## config.mk

```make
export PLATFORM = sky130hd
export DESIGN_NAME = lvtc_top
export DESIGN_NICKNAME = d
export VERILOG_FILES = /design/src/rtl/lvtc_pkg.sv /design/src/rtl/lvtc_top.sv
export SDC_FILE = /design/constraint.sdc
export NUM_CORES = 1
export LEC_CHECK = 0
export ABC_AREA = 1
export BUFFER_PORTS_ARGS = -buffer_cell sky130_fd_sc_hd__buf_2
export CAP_MARGIN = 10
export CORE_MARGIN = 5
export CORE_UTILIZATION = 30
export DETAILED_ROUTE_END_ITERATION = 16
export PLACE_DENSITY = 0.45
export SLEW_MARGIN = 5
export SYNTH_ARGS = -nofsm -noshare
export SYNTH_HDL_FRONTEND = slang
export SYNTH_SLANG_ARGS = --single-unit
```

## constraint.sdc

```tcl
create_clock -name ref_clk -period 8.8 [get_ports ref_clk]
set_clock_uncertainty 0.1 [all_clocks]
set_input_delay 1.76 -clock ref_clk [delete_from_list [all_inputs] [get_ports ref_clk]]
set_output_delay 1.76 -clock ref_clk [all_outputs]
set_load 0.01 [all_outputs]
```

## src/rtl/lvtc_pkg.sv

```systemverilog
/*
  Constants, register map and carrier types for the drive-voltage and
  temperature control block.
  Assumes a 100 MHz ref_clk and an APB master with 32-bit data.
*/
// How it works
// - Pump enable clear: external supply used, internal generation held off.
// - External supply selected: compensation term never applied.
// - External supply selected: programmed code does not reach the output.
// - Pump enable set: pump runs and drives the voltage output.
// - Multiplier field is separate from the enable bit.
// - Output code is programmed code plus compensation, 0.03 V steps over 3.99 V.
// - Compensation term is 9-bit two's complement, zero at 20 degrees.
// - Any code 0..1ff accepted; resulting voltage clamped to 12 V.
// - Temperature is an 8-bit code readable by software.
// - Temperature equals code times 0.6275 minus 40 degrees.
// - Code reads ff while no measurement is available.
// - One measurement takes about 8 ms.
// - Measurement repeats each second while measure enable is set.
// - Filter enable bit routes samples through or around the filter.
// - Filter damps oscillation, adding delay to the reading.
// - Compensation only when the compensation enable bit is set.
// - Compensation skipped unless limit1 < limit2 and limit3 < limit4.
// - Reset leaves measurement, filter, pump and compensation disabled.
package lvtc_pkg;

  ////////////////////////////////////////////////////////////////////////////
  // Register byte offsets
  localparam logic [11:0] OFS_CTRL = 12'h000;
  localparam logic [11:0] OFS_VPROG = 12'h004;
  localparam logic [11:0] OFS_LIMITS = 12'h008;
  localparam logic [11:0] OFS_COMP = 12'h00c;
  localparam logic [11:0] OFS_TEMP = 12'h010;
  localparam logic [11:0] OFS_VOUT = 12'h014;

  // Control field positions
  localparam int CTRL_PUMP_EN = 0;
  localparam int CTRL_MULT_LO = 1;
  localparam int CTRL_MEAS_EN = 4;
  localparam int CTRL_FILT_EN = 5;
  localparam int CTRL_COMP_EN = 6;
  localparam int CTRL_OSC_EN = 7;
  localparam logic [7:0] CTRL_RESET = 8'h00;

  // Codes and limits
  localparam logic [7:0] TEMP_NONE = 8'hff;
  localparam logic [8:0] VPROG_RESET = 9'h000;
  localparam logic [8:0] COMP_RESET = 9'h000;
  localparam logic [8:0] VCODE_MAX = 9'h1ff;
  // 12 V limit: (12.00 - 3.99) / 0.03 = 267 steps
  localparam int VOUT_LIMIT_MV = 12000;
  localparam int VOUT_OFFSET_MV = 3990;
  localparam int VOUT_STEP_MV = 30;
  localparam logic [9:0] VCODE_LIMIT = 10'((VOUT_LIMIT_MV - VOUT_OFFSET_MV) / VOUT_STEP_MV);

  // Timing
  localparam int CLK_HZ = 100_000_000;
  localparam int MEAS_TIME_MS = 8;
  localparam int MEAS_PERIOD_MS = 1000;
  localparam int MEAS_CYCLES = CLK_HZ / 1000 * MEAS_TIME_MS;
  localparam int PERIOD_CYCLES = CLK_HZ / 1000 * MEAS_PERIOD_MS;

  // Filter strength: new = old + (sample - old) / 2^FILT_SHIFT
  localparam int FILT_SHIFT = 2;

  ////////////////////////////////////////////////////////////////////////////
  // Carrier types
  typedef struct packed {
    logic pump_enable_bit;
    logic [2:0] pump_multiplier_field;
    logic measure_enable_bit;
    logic temp_filter_enable_bit;
    logic compensation_enable_bit;
    logic osc_enable;
  } lvtc_ctrl_t;

  typedef struct packed {
    logic [7:0] t1;
    logic [7:0] t2;
    logic [7:0] t3;
    logic [7:0] t4;
  } lvtc_limits_t;

  typedef enum logic [1:0] {
    MS_IDLE,
    MS_CONVERT,
    MS_WAIT
  } lvtc_meas_state_t;

endpackage

```

## src/rtl/lvtc_top.sv

```systemverilog
/*
  Drive-voltage and temperature control with an APB register slave.
  Assumes an analog sensor that delivers an 8-bit raw sample on request,
  and an analog pump that follows the code it is given.
*/
// Chosen here: the APB register port and the register offsets.
`timescale 1ns/1ps
module lvtc_top #(
  parameter int MEAS_CYCLES = lvtc_pkg::MEAS_CYCLES,
  parameter int PERIOD_CYCLES = lvtc_pkg::PERIOD_CYCLES
) (
  input wire logic ref_clk, // 100 MHz clock
  input wire logic reset, // Synchronous reset, active high
  input wire logic psel, // APB select
  input wire logic penable, // APB access phase
  input wire logic pwrite, // APB write
  input wire logic [11:0] paddr, // APB byte address
  input wire logic [31:0] pwdata, // APB write data
  output logic [31:0] prdata, // APB read data
  output logic pready, // APB ready
  output logic pslverr, // APB error
  input wire logic [7:0] sensor_raw, // Raw temperature sample
  output logic sensor_start, // Sensor convert request
  output logic pump_run, // Charge pump running
  output logic [2:0] pump_mult, // Pump multiplication factor
  output logic [9:0] drive_code, // Code to the voltage regulator
  output logic use_ext_supply // Drive supply input pin selected
);

  ////////////////////////////////////////////////////////////////////////////
  // Declarations
  lvtc_pkg::lvtc_ctrl_t ctrl_r;
  lvtc_pkg::lvtc_limits_t limits_r;
  lvtc_pkg::lvtc_meas_state_t ms_r;
  logic [8:0] vprog_r;
  logic [8:0] compensation_term_r;
  logic [7:0] temperature_code_r;
  logic [7:0] filt_r;
  logic filt_valid_r;
  logic meas_en_d_r;
  logic [31:0] cnt_r;
  logic [31:0] rdata_nxt;
  logic wr_acc;
  logic hit;
  logic comp_ok;
  logic signed [10:0] sum;
  logic [9:0] sat_code;
  logic [7:0] filt_nxt;
  logic signed [9:0] filt_diff;

  ////////////////////////////////////////////////////////////////////////////
  // APB decode; single-cycle access, unmapped addresses flag an error
  assign wr_acc = psel && penable && pwrite;
  assign pready = 1'b1;
  assign hit = (paddr == lvtc_pkg::OFS_CTRL) || (paddr == lvtc_pkg::OFS_VPROG)
    || (paddr == lvtc_pkg::OFS_LIMITS) || (paddr == lvtc_pkg::OFS_COMP)
    || (paddr == lvtc_pkg::OFS_TEMP) || (paddr == lvtc_pkg::OFS_VOUT);
  assign pslverr = psel && penable && !hit;

  // Control register
  always_ff @(posedge ref_clk)
  begin
    if (reset)
    begin
      ctrl_r <= lvtc_pkg::CTRL_RESET;
    end
    else if (wr_acc && paddr == lvtc_pkg::OFS_CTRL)
    begin
      ctrl_r.pump_enable_bit <= pwdata[lvtc_pkg::CTRL_PUMP_EN];
      ctrl_r.pump_multiplier_field <= pwdata[lvtc_pkg::CTRL_MULT_LO +: 3];
      ctrl_r.measure_enable_bit <= pwdata[lvtc_pkg::CTRL_MEAS_EN];
      ctrl_r.temp_filter_enable_bit <= pwdata[lvtc_pkg::CTRL_FILT_EN];
      ctrl_r.compensation_enable_bit <= pwdata[lvtc_pkg::CTRL_COMP_EN];
      ctrl_r.osc_enable <= pwdata[lvtc_pkg::CTRL_OSC_EN];
    end
  end

  // Programmed voltage, limits and compensation term; full 0..1ff accepted
  always_ff @(posedge ref_clk)
  begin
    if (reset)
    begin
      vprog_r <= lvtc_pkg::VPROG_RESET;
      limits_r <= '0;
      compensation_term_r <= lvtc_pkg::COMP_RESET;
    end
    else if (wr_acc)
    begin
      if (paddr == lvtc_pkg::OFS_VPROG)
      begin
        vprog_r <= pwdata[8:0];
      end
      if (paddr == lvtc_pkg::OFS_LIMITS)
      begin
        limits_r <= pwdata;
      end
      if (paddr == lvtc_pkg::OFS_COMP)
      begin
        compensation_term_r <= pwdata[8:0];
      end
    end
  end

  ////////////////////////////////////////////////////////////////////////////
  // Voltage code: sum, saturate, clamp to the 12 V limit
  assign comp_ok = ctrl_r.compensation_enable_bit && ctrl_r.pump_enable_bit
    && (limits_r.t1 < limits_r.t2) && (limits_r.t3 < limits_r.t4);
  assign sum = $signed({2'b00, vprog_r})
    + (comp_ok ? 11'(signed'(compensation_term_r)) : 11'sd0);

  always_comb
  begin
    if (sum < 11'sd0)
    begin
      sat_code = 10'h000;
    end
    else if (sum > $signed({1'b0, lvtc_pkg::VCODE_LIMIT}))
    begin
      sat_code = lvtc_pkg::VCODE_LIMIT;
    end
    else
    begin
      sat_code = sum[9:0];
    end
  end

  // Outputs to the analog pump
  always_ff @(posedge ref_clk)
  begin
    if (reset)
    begin
      pump_run <= 1'b0;
      pump_mult <= 3'h0;
      drive_code <= 10'h000;
      use_ext_supply <= 1'b1;
    end
    else
    begin
      pump_run <= ctrl_r.pump_enable_bit;
      pump_mult <= ctrl_r.pump_multiplier_field;
      use_ext_supply <= !ctrl_r.pump_enable_bit;
      drive_code <= ctrl_r.pump_enable_bit ? sat_code : 10'h000;
    end
  end

  ////////////////////////////////////////////////////////////////////////////
  // Measurement sequencer: convert for MEAS_CYCLES, wait rest of period
  always_ff @(posedge ref_clk)
  begin
    if (reset)
    begin
      ms_r <= lvtc_pkg::MS_IDLE;
      cnt_r <= 32'h0000_0000;
      meas_en_d_r <= 1'b0;
    end
    else
    begin
      meas_en_d_r <= ctrl_r.measure_enable_bit;
      if (!ctrl_r.measure_enable_bit)
      begin
        ms_r <= lvtc_pkg::MS_IDLE;
        cnt_r <= 32'h0000_0000;
      end
      else
      begin
        unique case (ms_r)
          lvtc_pkg::MS_IDLE:
          begin
            if (!meas_en_d_r)
            begin
              ms_r <= lvtc_pkg::MS_CONVERT;
              cnt_r <= 32'h0000_0000;
            end
          end
          lvtc_pkg::MS_CONVERT:
          begin
            cnt_r <= cnt_r + 32'h1;
            if (cnt_r == 32'(MEAS_CYCLES - 1))
            begin
              ms_r <= lvtc_pkg::MS_WAIT;
            end
          end
          lvtc_pkg::MS_WAIT:
          begin
            cnt_r <= cnt_r + 32'h1;
            if (cnt_r == 32'(PERIOD_CYCLES - 1))
            begin
              ms_r <= lvtc_pkg::MS_CONVERT;
              cnt_r <= 32'h0000_0000;
            end
          end
        endcase
      end
    end
  end

  assign sensor_start = (ms_r == lvtc_pkg::MS_CONVERT) && (cnt_r == 32'h0);

  ////////////////////////////////////////////////////////////////////////////
  // Filter: first-order smoothing, seeded by the first sample
  assign filt_diff = $signed({2'b00, sensor_raw}) - $signed({2'b00, filt_r});
  assign filt_nxt = filt_valid_r
    ? 8'(filt_r + 8'(filt_diff >>> lvtc_pkg::FILT_SHIFT))
    : sensor_raw;

  // Result capture at end of conversion
  always_ff @(posedge ref_clk)
  begin
    if (reset)
    begin
      temperature_code_r <= lvtc_pkg::TEMP_NONE;
      filt_r <= 8'h00;
      filt_valid_r <= 1'b0;
    end
    else if (ctrl_r.measure_enable_bit && !meas_en_d_r)
    begin
      temperature_code_r <= lvtc_pkg::TEMP_NONE;
      filt_valid_r <= 1'b0;
    end
    else if (ms_r == lvtc_pkg::MS_CONVERT && cnt_r == 32'(MEAS_CYCLES - 1))
    begin
      filt_r <= filt_nxt;
      filt_valid_r <= 1'b1;
      temperature_code_r <= ctrl_r.temp_filter_enable_bit ? filt_nxt : sensor_raw;
    end
  end

  ////////////////////////////////////////////////////////////////////////////
  // Read mux and registered read data
  always_comb
  begin
    rdata_nxt = 32'h0000_0000;
    unique case (paddr)
      lvtc_pkg::OFS_CTRL: rdata_nxt = {24'h0, ctrl_r.osc_enable,
        ctrl_r.compensation_enable_bit, ctrl_r.temp_filter_enable_bit,
        ctrl_r.measure_enable_bit, ctrl_r.pump_multiplier_field, ctrl_r.pump_enable_bit};
      lvtc_pkg::OFS_VPROG: rdata_nxt = {23'h0, vprog_r};
      lvtc_pkg::OFS_LIMITS: rdata_nxt = limits_r;
      lvtc_pkg::OFS_COMP: rdata_nxt = {23'h0, compensation_term_r};
      lvtc_pkg::OFS_TEMP: rdata_nxt = {24'h0, temperature_code_r};
      lvtc_pkg::OFS_VOUT: rdata_nxt = {22'h0, drive_code};
      default: rdata_nxt = 32'h0000_0000;
    endcase
  end

  // Read data is valid in the access phase: sample address in setup
  always_ff @(posedge ref_clk)
  begin
    if (reset)
    begin
      prdata <= 32'h0000_0000;
    end
    else if (psel && !penable && !pwrite)
    begin
      prdata <= rdata_nxt;
    end
  end

endmodule // lvtc_top

```

After elaboration in Yosys (flattened, before gate mapping) --
Index checks and enable logic that the tools add are counted.
Storage, ports and cells: output and inout bits 50, logic and storage cells 93, flip-flop bits (word level) 157, bits of input ports 57
Operators by class: bitwise gates (word level) 3, magnitude comparators 4, reductions and logical operators 34, add/subtract/negate cells 4, eq/ne operators 12, multiplexer cells 12
Operator list (number):
- case mux 32 bit (6 select lines) | 1
- case mux 32 bit (3 select lines) | 1
- 2-to-1 mux 32 bit | 2
- adder 32 x 1 -> 32 bit (second input constant) | 1
- equality test 32 x 20 -> 1 bit (second input constant) | 1
- equality test 32 x 27 -> 1 bit (second input constant) | 1
- logical NOT 32 bit | 1
- equality test 12 x 4 -> 1 bit (second input constant) | 2
- equality test 12 x 5 -> 1 bit (second input constant) | 2
- < comparator 8 bit | 2
- 2-to-1 mux 8 bit | 2
- equality test 12 x 3 -> 1 bit (second input constant) | 1
- logical AND 1 bit | 12
- logical NOT 12 bit | 1
- adder 10 x 11 -> 11 bit | 1
- greater-than comparator 11 x 10 -> 1 bit (second input constant) | 1
- < comparator 11 x 1 -> 1 bit (second input constant) | 1
- 2-to-1 mux 11 bit | 1
- 2-to-1 mux 9 bit | 1
- subtractor 8 x 8 -> 9 bit | 1
- adder 8 bit | 1
- AND reduction 2 bit | 4
- 2-to-1 mux 2 bit | 3
- inequality test 2 bit (second input constant) | 3
- other kinds (11) | 22

Longest topological paths before layout --
depth after elaboration 8, gate-level depth with buffers 24, mapped depth without buffers 24

Worst setup path after synthesis --
Ideal clock, no wire load.
path kind in2out, from input port paddr[5], to output port pslverr, arrival time 2630 ps, path buffers 0, stages 8, slack 4310 ps, cells stage by stage nor2_1 nand2_1 nor2_4 inv_2 nor2_4 nand2_1 nand2_1 nor3_1
On the way: cells in the longest elaborated chain, start to end 8
RTL lines:
- start: declaration | RTL line lvtc_top.sv:17 | input wire logic [11:0] paddr,
- equality test 12 x 3 -> 1 bit or logical NOT 12 bit (tied branches) | RTL line lvtc_top.sv:55 | assign hit = (paddr == lvtc_pkg::OFS_CTRL) || (paddr == lvtc_pkg::OFS_VPROG)
- logical OR 1 bit | RTL line lvtc_top.sv:55
- logical OR 1 bit (2 in a row) | RTL line lvtc_top.sv:56 | || (paddr == lvtc_pkg::OFS_LIMITS) || (paddr == lvtc_pkg::OFS_COMP)
- logical OR 1 bit | RTL line lvtc_top.sv:57 | || (paddr == lvtc_pkg::OFS_TEMP) || (paddr == lvtc_pkg::OFS_VOUT);
- logical OR 1 bit * | RTL line lvtc_top.sv:57
- logical NOT 1 bit * | RTL line lvtc_top.sv:58 | assign pslverr = psel && penable && !hit;
- logical AND 1 bit * | RTL line lvtc_top.sv:58
- end: declaration | RTL line lvtc_top.sv:21 | output logic pslverr,
Every way passes the cells marked *; elsewhere a longest branch is shown, timed or not.

Worst setup path after layout --
from input port paddr[11], to output port pslverr
The elaborated chain is that of the path after synthesis.

==> flow_summary.ini <==
[global_routing]
grt_overflow_total = 0
grt_usage = 0.160
grt_pass1_vias = 7767
grt_pass1_wl_um = 42100
grt_max_degree = 65
antenna_found_initial = 0

[critical_path]
startpoint_type = primary input
r2r_start = limits_r[21]
cp-end-kind = primary output
worstSetupPathType = in2out
r2r-end = drive_code[5]
r2r_setup_slack_ps = 4970
cp.required_ps = 6940
critPathMaxFanout = 9
cp.arrival_ps = 3150
cp-startpoint = paddr[11]
reg2reg_depth = 22

[cells_and_area]
fin_util = 0.353
diodes = 0
fin_area_um2 = 10100
drive_above_1_share = 0.133
nFillCells = 3177
nets = 1443
areaGrowthSynthToFinish_pct = 17.0
multi_input_area_um2 = 4540
regArea_um2 = 3140

[timing]
worstMarginPinSlew_ps = 1010
slew_violations = 0
post-route-period-util = 0.570
tns_ps = 0
timing.fmax_mhz = 199
max_slew_margin = 0.322
setup_viol = 0
min_period_ps = 5010
hold_viol = 0
rsz0062_at_grt = false

[synthesis]
syn_nets = 1353
netlist_top_cells_area = dfxtp_1, nand2_1, inv_1
synth_common_cells = nand2_1, inv_1, dfxtp_1
ys_seq_elements = 157
ys_seq_area_frac = 0.365
yosysUniqueCellTypes = 46
syn-cell-area_um2 = 8610
synth_edf_count = 0
synth_most_common_cell = nand2_1
synth_top_area_share = 0.365
syn_inst = 1251
yosysTopAreaCell = dfxtp_1
yosys_warnings = 0
synthArstFlopShare = 0
ys.flop_type = dfxtp_1
syn_area_per_cell_um2 = 6.88

[drt]
vias = 8118
routed_via_density = 4.67
first_pass_iters = 5
ant_nets = 0
wl_um = 26200
drtIter0Drc = 361
route.detailed.drc = 0
avgRoutedWirePerCell_um = 15.1

[clock_tree]
cts_resized = 0
cts.sinks = 157
post-cts-setup-buffers = 0
postCtsHoldBufs = 0
clk_pin_slew_worst_paths_ps = 80
numCtsBuffers = 17
clk_path_buf_depth = 2
cts_tree = done
htreeDepth = 4
clock_latency_ps = 440
root_buffer = clkbuf_16

[power_and_ir_drop]
p_leak_nw = 4.32
peakVddDrop_v = 0.000140
pwr_density_cell_nw_per_um2 = 155

[floorplan]
pin_count = 107
coreArea_um2 = 28500
die-width_um = 179
dieHeight_um = 179
start_util = 0.302
die_area_um2 = 32200
placementRows = 62

[min_path]
min_from = limits_r[19]
holdPathEnd = prdata[19]
hold_path_class = reg2reg
worstHoldPathCells = 2

[place]
io_buffers = 105
dpl.hpwl_um = 20000
postPlaceCellArea_um2 = 9470
routabilityCongestion = 0.890

[flow_run]
drv_cap = 0

[run_status]
status = finished clean
[worst max path at each step]
stage / slack (ps) / end / cells after the start
detailed placement: 3800 / pslverr / 8
floorplan: 4310 / pslverr / 8
CTS: 3780 / pslverr / 8
finish: 3790 / pslverr / 8
global route: 3610 / pslverr / 8
global placement: 3790 / pslverr / 8
[layer usage]
layer / vias to the layer above / global-route usage / share of wire
met5: - / 0 / 0
met1: 3722 / 0.221 / 0.50
met3: 22 / 0.0309 / 0.032
met2: 116 / 0.257 / 0.46
met4: 0 / 0.0378 / 0.011
li1: 4258 / - / -
[critical path, stage by stage]
cell	delay (ps)
buf_2	70
nor2_1	30
nand2_1	230
nor2_2	100
nand3_1	300
nand4_1	150
nor3_1	290
buf_2	210
[cells by family (layout without fill, tap and decap cells)]
logic type / after synthesis / in the layout / share of synthesized area
and+or+nand+nor: 501 / 501 / 0.265
AOI/OAI and AO/OA: 285 / 285 / 0.170
buffers and inverters: 239 / 342 / 0.109
DFF: 157 / 157 / 0.365
adders and majority gates: 45 / 45 / 0.0671
xor gates and xnor gates: 21 / 21 / 0.0214
other: 2 / 2 / 0.000872
muxes: 1 / 1 / 0.00116
[cells in the final DEF (no fill, tap or decap), types with 2 or more instances in the layout]
master     instances
conb_1             2
clkinv_4           2
inv_2              5
nor2_2             6
o21ai_1            6
nor4_4             2
inv_8              3
nand3_2            3
xor2_1            16
o22ai_1           18
nor3_1            34
dfxtp_1          157
nand4_1           15
ha_1              43
nand2_2            9
nor2_4             5
buf_4              3
clkinv_2           2
and3_1             2
nand3_1           67
nor2_1           105
nor3_2             3
nand3b_1           6
fa_1               2
a21oi_1          137
clkbuf_16         17
nand2_1          232
buf_2            105
inv_1            194
clkinv_8           5
xnor2_1            5
inv_6              4
o21ai_0          118
nor4_1             7
[power breakdown]
group	switching [mW]	internal [mW]	total, mW	leakage [nW]
registers	0.00356	0.717	0.720	1.27
logic	0.0531	0.0314	0.0845	2.76
clock network	0.364	0.391	0.755	0.296
total	0.421	1.14	1.56	4.32
[layout make-up]
| cell class | count | area share |
|---|---|---|
| clock buffers | 18 | 0.0436 |
| clock inverters | 14 | 0.0166 |
| inverters | 202 | 0.0755 |
| multi-input cells | 855 | 0.450 |
| flip-flops and latches | 157 | 0.312 |
| well taps | 384 | 0.0477 |
| repair buffers | 108 | 0.0544 |
[flip-flops by register name (all words and copies together), names as in the netlist, 2 cells and up]
name / count
pump_mult: 3
compensation_term_r: 9
limits_r: 32
temperature_code_r: 8
filt_r: 8
vprog_r: 9
drive_code: 10
ctrl_r: 8
prdata: 32
ms_r: 2
cnt_r: 32
[stage by stage]
| stage | setup WS, ps | cells | hold slack, ps | total power, mW |
|---|---|---|---|---|
| 6_report | 3790 | 1738 | 362 | 1.56 |
| 5_1_grt | 3610 | 1738 | 389 | 1.62 |
| 4_1_cts | 3780 | 1738 | 367 | 1.58 |
| 3_5_place_dp | 3800 | 1706 | 356 | 0.822 |
| 3_3_place_gp | 3790 | 1706 | 350 | 0.822 |
| 2_1_floorplan | 4310 | 1251 | 325 | 0.783 |
Note: power is estimated with default switching activity, not from simulation.
